<file path="src/include/iso_engine_pkg.sv">
// shared constants for the isochronous transaction engine
package iso_engine_pkg;
  localparam int SEQ_W   = 5;
  localparam int NUMP_W  = 5;
  localparam int OUTS_W  = 6;
  localparam int DADDR_W = 7;
  localparam int EP_W    = 4;
  localparam int TT_W    = 3;
  localparam int CNT_W   = 16;
  localparam int BUS_AW  = 4;

  localparam logic [SEQ_W-1:0]  SEQ_ZERO = 5'h00;
  localparam logic [SEQ_W-1:0]  SEQ_ONE  = 5'h01;
  localparam logic [OUTS_W-1:0] OUTS_ONE = 6'h01;
  localparam logic [CNT_W-1:0]  CNT_ONE  = 16'h0001;
  // transfer type code for isochronous packets above base speed (arbitrary encoding)
  localparam logic [TT_W-1:0]   TT_ISO   = 3'h1;

  // register byte offsets
  localparam logic [BUS_AW-1:0] OFS_CTRL   = 4'h0;
  localparam logic [BUS_AW-1:0] OFS_STATUS = 4'h4;
  localparam logic [BUS_AW-1:0] OFS_COUNT  = 4'h8;

  // control fields
  localparam int CTRL_ADDR_LSB = 0;
  localparam int CTRL_EP_LSB   = 7;
  localparam int CTRL_IN_EN    = 11;
  localparam int CTRL_OUT_EN   = 12;
  localparam int CTRL_GEN2     = 13;
  localparam int CTRL_DROPREST = 14;
  localparam int CTRL_W        = 15;
  localparam logic [CTRL_W-1:0] CTRL_RESET = 15'h0000;

  // status fields
  localparam int ST_INSEQ_LSB  = 0;
  localparam int ST_OUTSEQ_LSB = 5;
  localparam int ST_EOI        = 10;
  localparam int ST_OUTDROP    = 11;
  localparam int ST_OUTS_LSB   = 12;
  localparam int ST_ACKSEQ_LSB = 18;

  // count fields
  localparam int CNT_ACC_LSB = 0;
  localparam int CNT_DIS_LSB = 16;

  typedef enum logic {TX_IDLE, TX_OFFER} tx_state_e;
endpackage : iso_engine_pkg

</file>
<file path="src/hdl/iso_engine.sv">
// device-side isochronous IN/OUT transaction engine with Avalon-MM control
//
// Our own choices: the register addresses and the Avalon-MM register port.
`timescale 1ns/10ps
`default_nettype none
module iso_engine
  import iso_engine_pkg::*;
(
  input  wire logic               CLK_I,
  input  wire logic               RST_I,
  // Avalon-MM slave
  input  wire logic [BUS_AW-1:0]  ADDRESS_I,
  input  wire logic               READ_I,
  input  wire logic               WRITE_I,
  input  wire logic [31:0]        WRITEDATA_I,
  output logic      [31:0]        READDATA_O,
  output logic                    WAITREQUEST_O,
  // service interval boundary
  input  wire logic               SI_START_I,
  // decoded ACK TP
  input  wire logic               ACK_VALID_I,
  input  wire logic [DADDR_W-1:0] ACK_ADDR_I,
  input  wire logic [EP_W-1:0]    ACK_EP_I,
  input  wire logic               ACK_DIR_IN_I,
  input  wire logic [SEQ_W-1:0]   ACK_SEQ_I,
  input  wire logic [NUMP_W-1:0]  ACK_NUMP_I,
  input  wire logic               ACK_DEFER_I,
  input  wire logic [TT_W-1:0]    ACK_TT_I,
  // application IN data source
  input  wire logic               TX_HAVE_I,
  input  wire logic               TX_LAST_I,
  output logic                    TX_POP_O,
  // data packet header to the link
  output logic                    DP_VALID_O,
  input  wire logic               DP_READY_I,
  output logic      [SEQ_W-1:0]   DP_SEQ_O,
  output logic                    DP_LPF_O,
  output logic                    DP_ZLP_O,
  // decoded OUT data packet
  input  wire logic               OUT_VALID_I,
  input  wire logic [DADDR_W-1:0] OUT_ADDR_I,
  input  wire logic [EP_W-1:0]    OUT_EP_I,
  input  wire logic [SEQ_W-1:0]   OUT_SEQ_I,
  input  wire logic               OUT_CRC_OK_I,
  input  wire logic               OUT_ABORT_I,
  input  wire logic               OUT_MISSING_I,
  input  wire logic               OUT_LEN_OK_I,
  input  wire logic               OUT_DEFER_I,
  input  wire logic [TT_W-1:0]    OUT_TT_I,
  input  wire logic               OUT_BUF_RDY_I,
  output logic                    OUT_ACCEPT_O,
  output logic                    OUT_DISCARD_O
);

  logic [CTRL_W-1:0]  ctrl_reg;
  logic [SEQ_W-1:0]   ack_seq_reg;
  logic [SEQ_W-1:0]   tx_seq_reg;
  logic [OUTS_W-1:0]  outs_reg;
  logic [OUTS_W-1:0]  outs_next;
  logic               eoi_reg;
  tx_state_e          tx_state_reg;
  logic [SEQ_W-1:0]   out_seq_reg;
  logic               out_drop_reg;
  logic [CNT_W-1:0]   acc_cnt_reg;
  logic [CNT_W-1:0]   dis_cnt_reg;
  logic               ack_take;
  logic               dp_done;
  logic               out_mine;
  logic               out_err;
  logic               bus_rd_pick;
  logic               bus_wr_take;
  logic [31:0]        rd_mux;

  function automatic logic addr_ep_match(input logic [DADDR_W-1:0] a,
                                         input logic [EP_W-1:0]    e,
                                         input logic [CTRL_W-1:0]  c);
    return (a == c[CTRL_ADDR_LSB +: DADDR_W]) && (e == c[CTRL_EP_LSB +: EP_W]);
  endfunction : addr_ep_match

  // type field is only checked above base speed
  function automatic logic tt_ok(input logic [TT_W-1:0] tt, input logic gen2);
    return !gen2 || (tt == TT_ISO);
  endfunction : tt_ok

  // ---------------- Avalon-MM slave: one wait cycle per access ----------------
  assign bus_rd_pick = READ_I && WAITREQUEST_O;
  assign bus_wr_take = WRITE_I && !WAITREQUEST_O;

  always_comb begin
    rd_mux = 32'h0000_0000;
    unique case (ADDRESS_I)
      OFS_CTRL: rd_mux[CTRL_W-1:0] = ctrl_reg;
      OFS_STATUS: begin
        rd_mux[ST_INSEQ_LSB +: SEQ_W]   = tx_seq_reg;
        rd_mux[ST_OUTSEQ_LSB +: SEQ_W]  = out_seq_reg;
        rd_mux[ST_EOI]                  = eoi_reg;
        rd_mux[ST_OUTDROP]              = out_drop_reg;
        rd_mux[ST_OUTS_LSB +: OUTS_W]   = outs_reg;
        rd_mux[ST_ACKSEQ_LSB +: SEQ_W]  = ack_seq_reg;
      end
      OFS_COUNT: begin
        rd_mux[CNT_ACC_LSB +: CNT_W] = acc_cnt_reg;
        rd_mux[CNT_DIS_LSB +: CNT_W] = dis_cnt_reg;
      end
      default: rd_mux = 32'h0000_0000;
    endcase
  end

  always_ff @(posedge CLK_I or posedge RST_I) begin
    if (RST_I) begin
      WAITREQUEST_O <= 1'b1;
    end else begin
      WAITREQUEST_O <= !((READ_I || WRITE_I) && WAITREQUEST_O);
    end
  end

  always_ff @(posedge CLK_I or posedge RST_I) begin
    if (RST_I) begin
      READDATA_O <= 32'h0000_0000;
    end else if (bus_rd_pick) begin
      READDATA_O <= rd_mux;
    end
  end

  always_ff @(posedge CLK_I or posedge RST_I) begin
    if (RST_I) begin
      ctrl_reg <= CTRL_RESET;
    end else if (bus_wr_take && ADDRESS_I == OFS_CTRL) begin
      ctrl_reg <= WRITEDATA_I[CTRL_W-1:0];
    end
  end

  // ---------------- IN path: ACK TP validation and data packet issue ----------
  // the host side keeps pipelining within burst and interval limits
  assign ack_take = ACK_VALID_I && ACK_DIR_IN_I && ctrl_reg[CTRL_IN_EN]
                  && addr_ep_match(ACK_ADDR_I, ACK_EP_I, ctrl_reg)
                  && (ACK_SEQ_I == ack_seq_reg) && !ACK_DEFER_I
                  && tt_ok(ACK_TT_I, ctrl_reg[CTRL_GEN2]) && !eoi_reg;
  assign dp_done  = (tx_state_reg == TX_OFFER) && DP_READY_I;

  always_comb begin
    outs_next = outs_reg;
    if (ack_take) begin
      outs_next = outs_next + OUTS_W'(ACK_NUMP_I);
    end
    if (dp_done) begin
      outs_next = outs_next - OUTS_ONE;
    end
  end

  // expected sequence of the next ACK TP follows the host's pipelining
  always_ff @(posedge CLK_I or posedge RST_I) begin
    if (RST_I) begin
      ack_seq_reg <= SEQ_ZERO;
    end else if (SI_START_I) begin
      ack_seq_reg <= SEQ_ZERO;
    end else if (ack_take) begin
      ack_seq_reg <= SEQ_W'(ack_seq_reg + ACK_NUMP_I);
    end
  end

  always_ff @(posedge CLK_I or posedge RST_I) begin
    if (RST_I) begin
      outs_reg <= '0;
    end else if (SI_START_I) begin
      outs_reg <= '0;
    end else if (dp_done && DP_LPF_O) begin
      outs_reg <= '0;
    end else begin
      outs_reg <= outs_next;
    end
  end

  // end-of-interval flag: once set, every further ACK TP is dropped until the boundary
  always_ff @(posedge CLK_I or posedge RST_I) begin
    if (RST_I) begin
      eoi_reg <= 1'b0;
    end else if (SI_START_I) begin
      eoi_reg <= 1'b0;
    end else if (dp_done && DP_LPF_O) begin
      eoi_reg <= 1'b1;
    end
  end

  // a boundary withdraws an offered packet; the link must not rely on its completion
  always_ff @(posedge CLK_I or posedge RST_I) begin
    if (RST_I) begin
      tx_state_reg <= TX_IDLE;
      tx_seq_reg   <= SEQ_ZERO;
      DP_VALID_O   <= 1'b0;
      DP_SEQ_O     <= SEQ_ZERO;
      DP_LPF_O     <= 1'b0;
      DP_ZLP_O     <= 1'b0;
      TX_POP_O     <= 1'b0;
    end else begin
      TX_POP_O <= 1'b0;
      if (SI_START_I) begin
        tx_state_reg <= TX_IDLE;
        tx_seq_reg   <= SEQ_ZERO;
        DP_VALID_O   <= 1'b0;
      end else begin
        unique case (tx_state_reg)
          TX_IDLE: begin
            if (outs_reg != '0 && !eoi_reg) begin
              tx_state_reg <= TX_OFFER;
              DP_VALID_O   <= 1'b1;
              // no data yet: zero-length with sequence 0, ends the interval
              DP_SEQ_O     <= TX_HAVE_I ? tx_seq_reg : SEQ_ZERO;
              DP_ZLP_O     <= !TX_HAVE_I;
              DP_LPF_O     <= TX_LAST_I || !TX_HAVE_I;
            end
          end
          TX_OFFER: begin
            if (DP_READY_I) begin
              tx_state_reg <= TX_IDLE;
              DP_VALID_O   <= 1'b0;
              tx_seq_reg   <= SEQ_W'(tx_seq_reg + SEQ_ONE);
              TX_POP_O     <= !DP_ZLP_O;
            end
          end
        endcase
      end
    end
  end

  // OUT path: validation, never any reply
  assign out_mine = OUT_VALID_I && ctrl_reg[CTRL_OUT_EN]
                  && addr_ep_match(OUT_ADDR_I, OUT_EP_I, ctrl_reg);
  assign out_err  = !OUT_CRC_OK_I || OUT_ABORT_I || OUT_MISSING_I || !OUT_LEN_OK_I
                  || OUT_DEFER_I || !tt_ok(OUT_TT_I, ctrl_reg[CTRL_GEN2]);

  // errored packets do not advance the sequence, so the next good one mismatches
  always_ff @(posedge CLK_I or posedge RST_I) begin
    if (RST_I) begin
      out_seq_reg   <= SEQ_ZERO;
      out_drop_reg  <= 1'b0;
      OUT_ACCEPT_O  <= 1'b0;
      OUT_DISCARD_O <= 1'b0;
    end else begin
      OUT_ACCEPT_O  <= 1'b0;
      OUT_DISCARD_O <= 1'b0;
      if (SI_START_I) begin
        out_seq_reg  <= SEQ_ZERO;
        out_drop_reg <= 1'b0;
      end else if (out_mine) begin
        if (out_err) begin
          OUT_DISCARD_O <= 1'b1;
        end else if (OUT_SEQ_I != out_seq_reg || out_drop_reg) begin
          OUT_DISCARD_O <= 1'b1;
          out_drop_reg  <= ctrl_reg[CTRL_DROPREST];
        end else begin
          out_seq_reg   <= SEQ_W'(out_seq_reg + SEQ_ONE);
          OUT_ACCEPT_O  <= OUT_BUF_RDY_I;
          OUT_DISCARD_O <= !OUT_BUF_RDY_I;
        end
      end
    end
  end

  // counters wrap; software reads differences
  always_ff @(posedge CLK_I or posedge RST_I) begin
    if (RST_I) begin
      acc_cnt_reg <= '0;
      dis_cnt_reg <= '0;
    end else begin
      if (OUT_ACCEPT_O) begin
        acc_cnt_reg <= CNT_W'(acc_cnt_reg + CNT_ONE);
      end
      if (OUT_DISCARD_O) begin
        dis_cnt_reg <= CNT_W'(dis_cnt_reg + CNT_ONE);
      end
    end
  end

endmodule : iso_engine
`default_nettype wire

</file>
<file path="config.mk">
export PLATFORM = sky130hd
export DESIGN_NAME = iso_engine
export DESIGN_NICKNAME = d
export VERILOG_FILES = /design/src/include/iso_engine_pkg.sv /design/src/hdl/iso_engine.sv
export SDC_FILE = /design/constraint.sdc
export NUM_CORES = 1
export LEC_CHECK = 0
export BUFFER_PORTS_ARGS = -buffer_cell sky130_fd_sc_hd__buf_4
export CAP_MARGIN = 20
export CORE_ASPECT_RATIO = 2
export CORE_MARGIN = 3
export CORE_UTILIZATION = 28
export CTS_CLUSTER_SIZE = 28
export DETAILED_ROUTE_END_ITERATION = 7
export PLACE_DENSITY_LB_ADDON = 0.08
export RECOVER_POWER = 25
export SLEW_MARGIN = 20
export SYNTH_ARGS = -nofsm -noshare
export SYNTH_HDL_FRONTEND = slang
export SYNTH_SLANG_ARGS = --single-unit
</file>
<file path="constraint.sdc">
create_clock -name CLK_I -period 11.2 [get_ports CLK_I]
set_input_delay 2.8 -clock CLK_I [delete_from_list [all_inputs] [get_ports CLK_I]]
set_output_delay 2.8 -clock CLK_I [all_outputs]
set_load 0.005 [all_outputs]
</file>
# Word-level counts from Yosys, hierarchy flattened

Cells that the tools add are included.

Add/sub/neg operators: 7
Equality and inequality tests: 14
Muxes and demuxes: 42
Bitwise logic cells: 2
Reductions and logical operators: 52

Operators with widths:

| cell                                                                | count |
|---|---|
| 5-bit 2-to-1 mux                                                    | 10 |
| 15-bit case mux with 3 select lines                                 | 1 |
| 16-bit by 1-bit adder with 16-bit output (second input constant)    | 2 |
| 6-bit 2-to-1 mux                                                    | 4 |
| 1-bit 2-to-1 mux                                                    | 23 |
| 1-bit logical AND                                                   | 18 |
| 8-bit case mux with 2 select lines                                  | 1 |
| 7-bit == test                                                       | 2 |
| 2-bit nonzero test                                                  | 6 |
| 1-bit zero test                                                     | 11 |
| 5-bit by 1-bit adder with 5-bit output (second input constant)      | 2 |
| 1-bit logical OR                                                    | 10 |
| 9-bit 2-to-1 mux                                                    | 1 |
| 3-bit AND reduction                                                 | 3 |
| 4-bit == test                                                       | 2 |
| 6-bit by 5-bit adder with 6-bit output                              | 1 |
| 3-bit by 1-bit == test with 1-bit output (second input constant)    | 2 |
| 3-bit inequality test (second input constant)                       | 2 |
| 6-bit nonzero test                                                  | 1 |
| 6-bit by 1-bit subtractor with 6-bit output (second input constant) | 1 |
| 5-bit adder                                                         | 1 |
| 5-bit == test                                                       | 1 |
| 5-bit inequality test                                               | 1 |
| 4-bit by 3-bit == test with 1-bit output (second input constant)    | 1 |
| 6 further kinds                                                     | 10 |

Bits in registers: 115
Input port bits: 97
Output and inout port bits: 44
Word-level logic and storage cells: 136

# Logic depth before layout (Yosys ltp)

Gate-level depths: netlist of run 1.

Depth after elaboration: 12
Mapped depth: 9
Mapped depth without buffers: 9

# Worst setup path before layout of run 1

No wires, ideal clock.

Path type: input-to-reg
Start point: in ACK_NUMP_I[0]
End point: reg outs_reg[5]
Library setup time: 0.125 ns
Arrival: 4.894 ns
Required time: 11.075 ns
Path slack: 6.181 ns
Stages on the path: 9
Buffers on the path: 0
Cell sequence: ha_1 inv_1 fa_1 xor2_1 and4b_1 o21ai_1 or4_1 a31oi_1 mux2_2

Word-level cells in the longest chain between the ends: 6

RTL lines:

| element                                     | line              | text |
|---|---|---|
| from (decl)                                 | iso_engine.sv:26  | `input wire logic [NUMP_W-1:0] ACK_NUMP_I,` |
| 6-bit by 5-bit adder with 6-bit output *    | iso_engine.sv:144 | `outs_next = outs_next + OUTS_W'(ACK_NUMP_I);` |
| 6-bit 2-to-1 mux *                          | iso_engine.sv:143 | `if (ack_take) begin` |
| 6-bit by 1-bit subtractor with 6-bit output | iso_engine.sv:147 | `outs_next = outs_next - OUTS_ONE;` |
| 6-bit 2-to-1 mux *                          | iso_engine.sv:146 | `if (dp_done) begin` |
| 6-bit 2-to-1 mux *                          | iso_engine.sv:167 | `end else if (dp_done && DP_LPF_O) begin` |
| 6-bit 2-to-1 mux *                          | iso_engine.sv:165 | `end else if (SI_START_I) begin` |
| to (signal assigned)                        | iso_engine.sv:170 | `outs_reg <= outs_next;` |
| to (decl)                                   | iso_engine.sv:58  | `logic [OUTS_W-1:0] outs_reg;` |

Mark *: on every way between the ends. The rest lies on a longest branch, timed or not.
A chain may end at the register's enable or synchronous reset.

==> results of run 1 <==
## cell usage in the layout, fill, tap and decap left out, types with 17 or more instances in the layout
| master | instances |
|---|---|
| o21ai_0 | 45 |
| mux2_2 | 18 |
| xnor2_1 | 47 |
| nor2_1 | 37 |
| clkbuf_16 | 17 |
| xor2_1 | 34 |
| buf_4 | 125 |
| dfrtp_1 | 114 |
| nand2_1 | 80 |
## critical path, cell delays in order
cell and delay (ns):
clkbuf_4 0.11, clkinvlp_2 1.79, buf_4 0.78
## cell type report
type                       count  area [um^2]
fill                        2114        12400
sequential                   115         2880
multi-input combinational    406         2700
timing repair buffer         128          957
clock buffer                  19          453
tap                          262          328
clock inverter                13          159
inverter                       9         35.0
## kinds of logic (layout without fill, tap and decap cells)
kind of cell    Yosys count  after routing  share of synthesized area
compound gates          100            100                      0.114
xor+xnor                 81             81                      0.125
fa+ha+maj                15             15                     0.0358
buf+inv                  28            169                     0.0192
flops                   115            115                      0.508
mux                      20             20                     0.0393
simple gates            190            190                      0.158
## layer usage
layer | GRT usage | vias up
met2 | 0.309 | 143
li1 | - | 2206
met3 | 0.0296 | 27
met1 | 0.186 | 2267
met5 | 0 | -
met4 | 0.0671 | 0
## worst max path at each step
stage                startpoint      endpoint  depth (start not counted)
floorplan                 RST_I      DP_LPF_O                          1
global placement    ACK_TT_I[1]   outs_reg[5]                          7
detailed placement  ACK_TT_I[1]   outs_reg[5]                          7
CTS                 ACK_TT_I[1]   outs_reg[5]                          7
global route              RST_I  ctrl_reg[14]                          3
finish                    RST_I   ctrl_reg[0]                          3
## power groups by stage
stage          clock, W  sequential (W)  combinational [W]
2_1_floorplan         0        0.000473           0.000103
3_3_place_gp          0        0.000495           0.000163
3_5_place_dp          0        0.000496           0.000166
4_1_cts        0.000579        0.000489           0.000166
5_1_grt        0.000595        0.000492           0.000184
6_report       0.000565        0.000487           0.000162
## metrics by stage
step	power, W	util	area (um^2)
after CTS	0.00123	0.377	7510
after global placement	0.000658	0.347	6900
final	0.00121	0.377	7510
after floorplan	0.000576	-	5670
after detailed placement	0.000661	0.347	6900
after global routing	0.00127	0.377	7510
==> run summary, run 1 <==
Status - finished, violations left
Failing checks - max-capacitance violations, max-slew violations
P_int - 0.000881 W
Post-Syn Area - 0.00567 mm^2
# resized after CTS - 0
RR Endpoint - outs_reg[5]
Min-Delay Path Depth - 1
Hold_ws - 0.471 ns
Most frequent cell after synthesis - dfrtp_1
Hold Path End - dis_cnt_reg[15]
Ys flop type - dfrtp_1
Post-Route Setup TNS - 0 ns
Crit path max fanout - 71
Count of different cell masters after synthesis - 45
Reg2Reg Launch Point - outs_reg[0]
Core Rows - 73
Crit path time final - 5.04 ns
Wire per inst - 18.7 um
Pre-CTS WS - 5.73 ns
Layout area overhead - 32.5%
Max-slew headroom - -1.15
Gr ovfl total - 0
Switching share of power - 0.274
Met3 wire length - 774 um
Worst-case clock buffer depth - 2
Fin nets - 789
DR WL met2 - 9.73 mm
Cells after Synth - 549
Initial antenna violation count - 0
Die area - 0.0221 mm^2
Logic gate share of total power - 0.134
Number of buffers created by CTS - 17
Setup violators final - 0
CTS tree - yes
Core area - 0.0199 mm^2
Worst Path Required - 11.69 ns
Cts hold-fix bufs - 0
CP arrival - 5.54 ns
Fmax - 198 MHz
Total Routing Usage GR - 0.167
Slew Viols, Final - 72
Final clock skew - 0.0107 ns
Yosys top cell area share - 0.503
Antenna viol nets, final - 0
Power Density - 162 mW/mm^2
Sequential power share - 0.401
Leading cell types by count after synthesis - 114 x dfrtp_1, 80 x nand2_1, 47 x xnor2_1, 45 x o21ai_0, 37 x nor2_1
Metal-1 WL - 6.83 mm
Setup slack after layout - 6.16 ns
Total wire length - 17.8 mm
First DRT Iteration DRCs - 265
Ys Warns - 0
Fraction of registers with async set/reset - 1.00
MaxCap Viol Count - 1
Crit end category - async pin
Routability Congestion - 0.829
Critical hold path startpoint - dis_cnt_reg[15]
First-pass GRT wire length - 28.1 mm
P_sw - 0.000333 W
DRC Markers - 0
Setup Fix Bufs, Post-CTS - 0
Initial cell density of the core - 0.285
Port bufs - 123
Clk sinks - 115
Inst Count DP - 920
Unrepaired setup endpoints after global routing - false
Number of I/O pins - 141
Hpwl dp - 13.5 mm
Share of layout cells above drive strength 1 - 0.268
Drt pass-1 iters - 5
Lkg Pwr - 3.38 nW
Cell accounting for the most synthesized area - dfrtp_1
Max rail drop VDD - 0.0000843 V
Die Wd - 107 um
#FFs+latches synth - 115
Worst setup path class - in2async
Via count - 4643
Startpoint types - input port
DR top layer - met4
Vias per inst - 4.88
Net count after synthesis - 661
Number of synthesized flops with an enable pin - 0
Number of flip-flops in the largest register - 32
Final std cells w/o fill - 952
Largest net degree at the start of global routing - 72
Syn Area/Cell - 10.3 um^2
Worst reg2reg setup slack - 8.21 ns
Diode count - 0
Area contributors post-synth - dfrtp_1 50%, xnor2_1 7.3%, nand2_1 5.3%, xor2_1 5.3%, o21ai_0 4.0%
Die Span Y - 207 um
Reg clk slew, reported paths - 0.05 ns
Clk Tree Root Cell - clkbuf_16
Fin crit share - 0.450
Worst hold path type - reg2reg
Final Hold Fails - 0
Worst Tran Pin Value - 3.21 ns
Clock share of power - 0.465
Vias in the first global route - 5027
Worst-Skew Late Latency - 0.42 ns
# H-tree levels - 4
Sequential fraction of the synthesis area - 0.508
Reg2Reg Depth - 9
Note: power is estimated with default switching activity, not from simulation.
==> run 2, diff against run 1 <==
==> constraint.sdc (replaced) <==
create_clock -name CLK_I -period 5 [get_ports CLK_I]
set_input_delay 1.25 -clock CLK_I [delete_from_list [all_inputs] [get_ports CLK_I]]
set_output_delay 1.25 -clock CLK_I [all_outputs]
set_load 0.005 [all_outputs]
==> run 2 against run 1 <==
Effect of this change:
- the run still ends with max-capacitance violations, max-slew violations left
- die area unchanged
- cell count rose by 0.21%
- sequential cell count is the same
- sequential power rose by 120%
- sequential share of layout area grew 0.14 points
- clock skew is 0.0037 ns lower
- via count decreased by 0.11%
- critical path type unchanged
- largest cell class unchanged
- largest power group unchanged
==> run summary, run 2 (synthesis results as in run 1) <==
# H-tree levels - 4
Gr ovfl total - 0
Hpwl dp - 13.6 mm
Switching share of power - 0.283
P_int - 0.00186 W
Power Density - 347 mW/mm^2
Worst Path Required - 4.91 ns
Slowest Stage Delay on Critical Path - 1.92 ns
Clk Tree Root Cell - clkbuf_16
Worst reg2reg setup slack - 2.03 ns
Worst-Skew Late Latency - 0.41 ns
Largest net degree at the start of global routing - 72
Clk sinks - 115
Max rail drop VDD - 0.000181 V
Lkg Pwr - 3.38 nW
Fin nets - 791
Worst hold path type - reg2reg
Failing checks - max-capacitance violations, max-slew violations
Final clock skew - 0.00698 ns
Total Routing Usage GR - 0.165
Post-Route Setup TNS - 0 ns
MaxCap Viol Count - 1
Core Rows - 73
Fmax - 291 MHz
# resized after CTS - 0
DRC Markers - 0
Fin crit share - 0.688
Number of I/O pins - 141
Die area - 0.0221 mm^2
Number of flip-flops in the largest register - 32
Worst setup path class - in2async
Share of layout cells above drive strength 1 - 0.270
Cts hold-fix bufs - 0
Core area - 0.0199 mm^2
Most frequent cells in the layout - 126 x buf_4, 114 x dfrtp_1, 80 x nand2_1, 47 x xnor2_1, 45 x o21ai_0
Cell Chain, Critical Path - clkbuf_4 -> inv_1
Vias per inst - 4.86
Routability Congestion - 0.841
Port bufs - 123
Slew Viols, Final - 71
CP arrival - 3.35 ns
Reg clk slew, reported paths - 0.05 ns
Number of buffers created by CTS - 17
Antenna viol nets, final - 0
Slowest cell on crit path - inv_1
CTS tree - yes
Initial cell density of the core - 0.285
Final Hold Fails - 0
Via count - 4638
First-pass GRT wire length - 27.9 mm
Max-slew headroom - -0.846
Diode count - 0
Crit path time final - 3.44 ns
Delay-heaviest family, CP - buffers and inverters
Setup Fix Bufs, Post-CTS - 0
Crit path max fanout - 71
Initial antenna violation count - 0
P_sw - 0.000735 W
Setup violators final - 0
Total wire length - 17.7 mm
Vias in the first global route - 4930
Sequential power share - 0.420
Die Span Y - 207 um
Status - finished, violations left
Final core occ - 0.376
Startpoint types - input port
Clock share of power - 0.439
Logic gate share of total power - 0.141
Worst-case clock buffer depth - 2
Fillers - 2095
Wire per inst - 18.6 um
Die Wd - 107 um
Worst Tran Pin Value - 2.77 ns
First DRT Iteration DRCs - 219
Drt pass-1 iters - 7
Layout area overhead - 32.0%
Critical path buffers and inverters - 2
Crit end category - async pin
Commonest non-fill, non-tap cell in the layout - buf_4
Unrepaired setup endpoints after global routing - false
## run 2: cell count changes in the layout (fill, tap and decap cells not counted)
cell / previous run / this run
and2_0: 0 / 1
and2_1: 2 / 1
buf_12: 0 / 1
buf_4: 125 / 126
bufinv_16: 3 / 1
clkbuf_1: 1 / 0
clkbuf_4: 2 / 3
clkbuf_8: 2 / 1
clkinv_2: 3 / 6
clkinv_4: 1 / 2
clkinvlp_2: 1 / 0
clkinvlp_4: 6 / 5
inv_1: 8 / 9
## run 2: power groups by stage
| stage | logic (W) | registers [W] | clock network, W |
|---|---|---|---|
| after floorplan | 0.000232 | 0.00106 | 0 |
| after global placement | 0.000367 | 0.00111 | 0 |
| after detailed placement | 0.000373 | 0.00111 | 0 |
| after CTS | 0.000374 | 0.00109 | 0.00117 |
| after global routing | 0.000412 | 0.00110 | 0.00122 |
| final | 0.000365 | 0.00109 | 0.00114 |
## run 2: per-layer routing
| metal | GRT usage | routed length (um) | part of all wire |
|---|---|---|---|
| met5 | 0 | 0 | 0 |
| met3 | 0.0346 | 699 | 0.039 |
| met1 | 0.185 | 6820 | 0.38 |
| met2 | 0.306 | 9930 | 0.56 |
| met4 | 0.0534 | 278 | 0.016 |
## run 2: worst paths after layout
kind / from / endpoint / depth (start not counted)
setup / recovery: RST_I / READDATA_O[20] / 2
setup reg to reg: outs_reg[0] / outs_reg[5] / 9
hold reg to reg: DP_ZLP_O / TX_POP_O / 1
min in group asynchronous: RST_I / READDATA_O[5] / 2
max in group CLK_I: ACK_NUMP_I[0] / outs_reg[5] / 10
hold / removal: DP_ZLP_O / TX_POP_O / 1
## run 2: layout make-up
cell class / instances / area (um^2) / share of cell area
Clock inverter: 14 / 115 / 0.0154
Inverter: 9 / 33.8 / 0.00452
Multi-Input combinational cell: 406 / 2700 / 0.361
Tap cell: 262 / 328 / 0.0438
Sequential cell: 115 / 2880 / 0.385
Clock buffer: 18 / 439 / 0.0587
Timing Repair Buffer: 130 / 988 / 0.132
## run 2: through the flow
step                      hold WS [ns]  instances  area [um^2]  worst slack, ns  total power (W)
after floorplan                  0.445        549         5670            0.708          0.00129
after global placement           0.462        922         6930             1.25          0.00148
after detailed placement         0.470        922         6930             1.24          0.00148
after CTS                        0.480        954         7480             1.67          0.00264
after global routing             0.504        954         7480            0.966          0.00273
final                            0.471        954         7480             1.56          0.00259
==> run 3, diff against run 2 <==
==> constraint.sdc (replaced) <==
create_clock -name CLK_I -period 3.5 [get_ports CLK_I]
set_input_delay 0.875 -clock CLK_I [delete_from_list [all_inputs] [get_ports CLK_I]]
set_output_delay 0.875 -clock CLK_I [all_outputs]
set_load 0.005 [all_outputs]
==> run 3 against run 2 <==
Effect of this change:
- the flow now finishes without violations
- total power up 46%
- utilization up 0.18 points
- first-iteration DRC count up 14%
- clock power up 49%
- critical path type is now in2reg
- largest cell class unchanged
- highest routed layer unchanged
==> run summary, run 3 (synthesis results as in run 1) <==
Most frequent cells in the layout - 127 x buf_4, 114 x dfrtp_1, 80 x nand2_1, 47 x xnor2_1, 45 x o21ai_0
Clk Tree Root Cell - clkbuf_16
Sequential power share - 0.411
P_int - 0.00273 W
Hpwl dp - 13.8 mm
Worst Tran Pin Value - 1.22 ns
Fmax - 338 MHz
Initial antenna violation count - 0
Crit end category - register
Die Wd - 107 um
Worst-Skew Late Latency - 0.41 ns
Worst hold path type - reg2reg
Final core occ - 0.378
DRC Markers - 0
Final Hold Fails - 0
Routability Congestion - 0.854
Critical hold path startpoint - dis_cnt_reg[15]
Logic gate share of total power - 0.140
Setup violators final - 0
Diode count - 0
Clk sinks - 115
Worst setup path class - in2reg
MaxCap Viol Count - 0
Wire per inst - 18.8 um
Power Density - 503 mW/mm^2
Number of I/O pins - 141
Clock share of power - 0.449
Vias in the first global route - 4833
CP startpoint - ACK_NUMP_I[0]
# resized after CTS - 0
Setup Fix Bufs, Post-CTS - 0
Reg2Reg Depth - 9
Core area - 0.0199 mm^2
CTS tree - yes
Initial cell density of the core - 0.285
Core Rows - 73
Antenna viol nets, final - 0
Post-Route Setup TNS - 0 ns
Lkg Pwr - 3.39 nW
Final clock skew - 0.00828 ns
Fin nets - 794
Port bufs - 123
Startpoint types - input port
Status - finished, final reports clean
Reg2Reg Launch Point - outs_reg[0]
Gr ovfl total - 0
Total Routing Usage GR - 0.167
Layout area overhead - 32.7%
Die area - 0.0221 mm^2
Inst Count DP - 925
Die Span Y - 207 um
Largest net degree at the start of global routing - 62
P_sw - 0.00106 W
Worst Path Required - 3.79 ns
Via count - 4646
Final std cells w/o fill - 957
Share of layout cells above drive strength 1 - 0.271
Reg clk slew, reported paths - 0.05 ns
Max rail drop VDD - 0.000264 V
Crit path max fanout - 3
Commonest non-fill, non-tap cell in the layout - buf_4
Min-Delay Path Depth - 1
Max-slew headroom - 0.184
First-pass GRT wire length - 27.8 mm
# H-tree levels - 4
Fin crit share - 0.845
Switching share of power - 0.279
CP arrival - 3.25 ns
Number of buffers created by CTS - 17
First DRT Iteration DRCs - 249
Cts hold-fix bufs - 0
Worst-case clock buffer depth - 2
Slew Viols, Final - 0
Crit path time final - 2.96 ns
Vias per inst - 4.85
Number of flip-flops in the largest register - 32
Drt pass-1 iters - 5
Unrepaired setup endpoints after global routing - false
Total power - 0.00378 W
Total wire length - 18.0 mm
run 3: cell types whose count changed in the layout (fill, tap and decap cells not counted), sizes merged:
cell / change
buf: +1
clkbuf: +2
clkinvlp: +2
clkinv: -2
inv: -1
bufinv: +1
run 3: layout make-up:
cell class                      count  area, um^2
Clock buffer                       18         439
Tap cell                          262         328
Fill cell                        2058       12400
Inverter                            9        35.0
Multi-Input combinational cell    406        2700
Sequential cell                   115        2880
Clock inverter                     14         139
Timing Repair Buffer              133        1000
run 3: layer usage:
| layer | routed length [um] | vias to the layer above | GRT usage |
|---|---|---|---|
| met5 | 0 | - | 0 |
| met4 | 344 | 0 | 0.0600 |
| met3 | 751 | 16 | 0.0309 |
| met2 | 10100 | 129 | 0.308 |
| met1 | 6830 | 2282 | 0.188 |
| li1 | - | 2219 | - |
run 3: worst paths after layout:
| path | to | slack [ns] |
|---|---|---|
| max | outs_reg[5] | 0.54 |
| min | dis_cnt_reg[15] | 0.47 |
| max reg2reg | outs_reg[5] | 0.55 |
| min reg2reg | dis_cnt_reg[15] | 0.47 |
| max in group asynchronous | dis_cnt_reg[3] | 1.17 |
| min in group asynchronous | dis_cnt_reg[5] | 0.72 |
run 3: power groups by stage:
stage	Clock [W]	Combinational, W	Sequential (W)
floorplan	0	0.000331	0.00151
global placement	0	0.000533	0.00159
detailed placement	0	0.000538	0.00159
CTS	0.00174	0.000541	0.00156
global route	0.00180	0.000591	0.00157
finish	0.00170	0.000528	0.00156
run 3: worst max-delay path, stage by stage:
cell,delay [ns]
buf_4,0.11
ha_1,0.17
inv_1,0.06
fa_1,0.38
xor2_1,0.18
and4b_1,0.28
o21ai_1,0.13
or4_1,0.52
a31oi_1,0.20
mux2_2,0.35
run 3: metrics by stage:
step	worst slack, ns	area (um^2)	hold slack (ns)
final	0.541	7520	0.469
after floorplan	0.406	5670	0.445
after global placement	0.146	6950	0.466
after global routing	0.396	7520	0.490
after CTS	0.547	7530	0.474
after detailed placement	0.130	6950	0.462
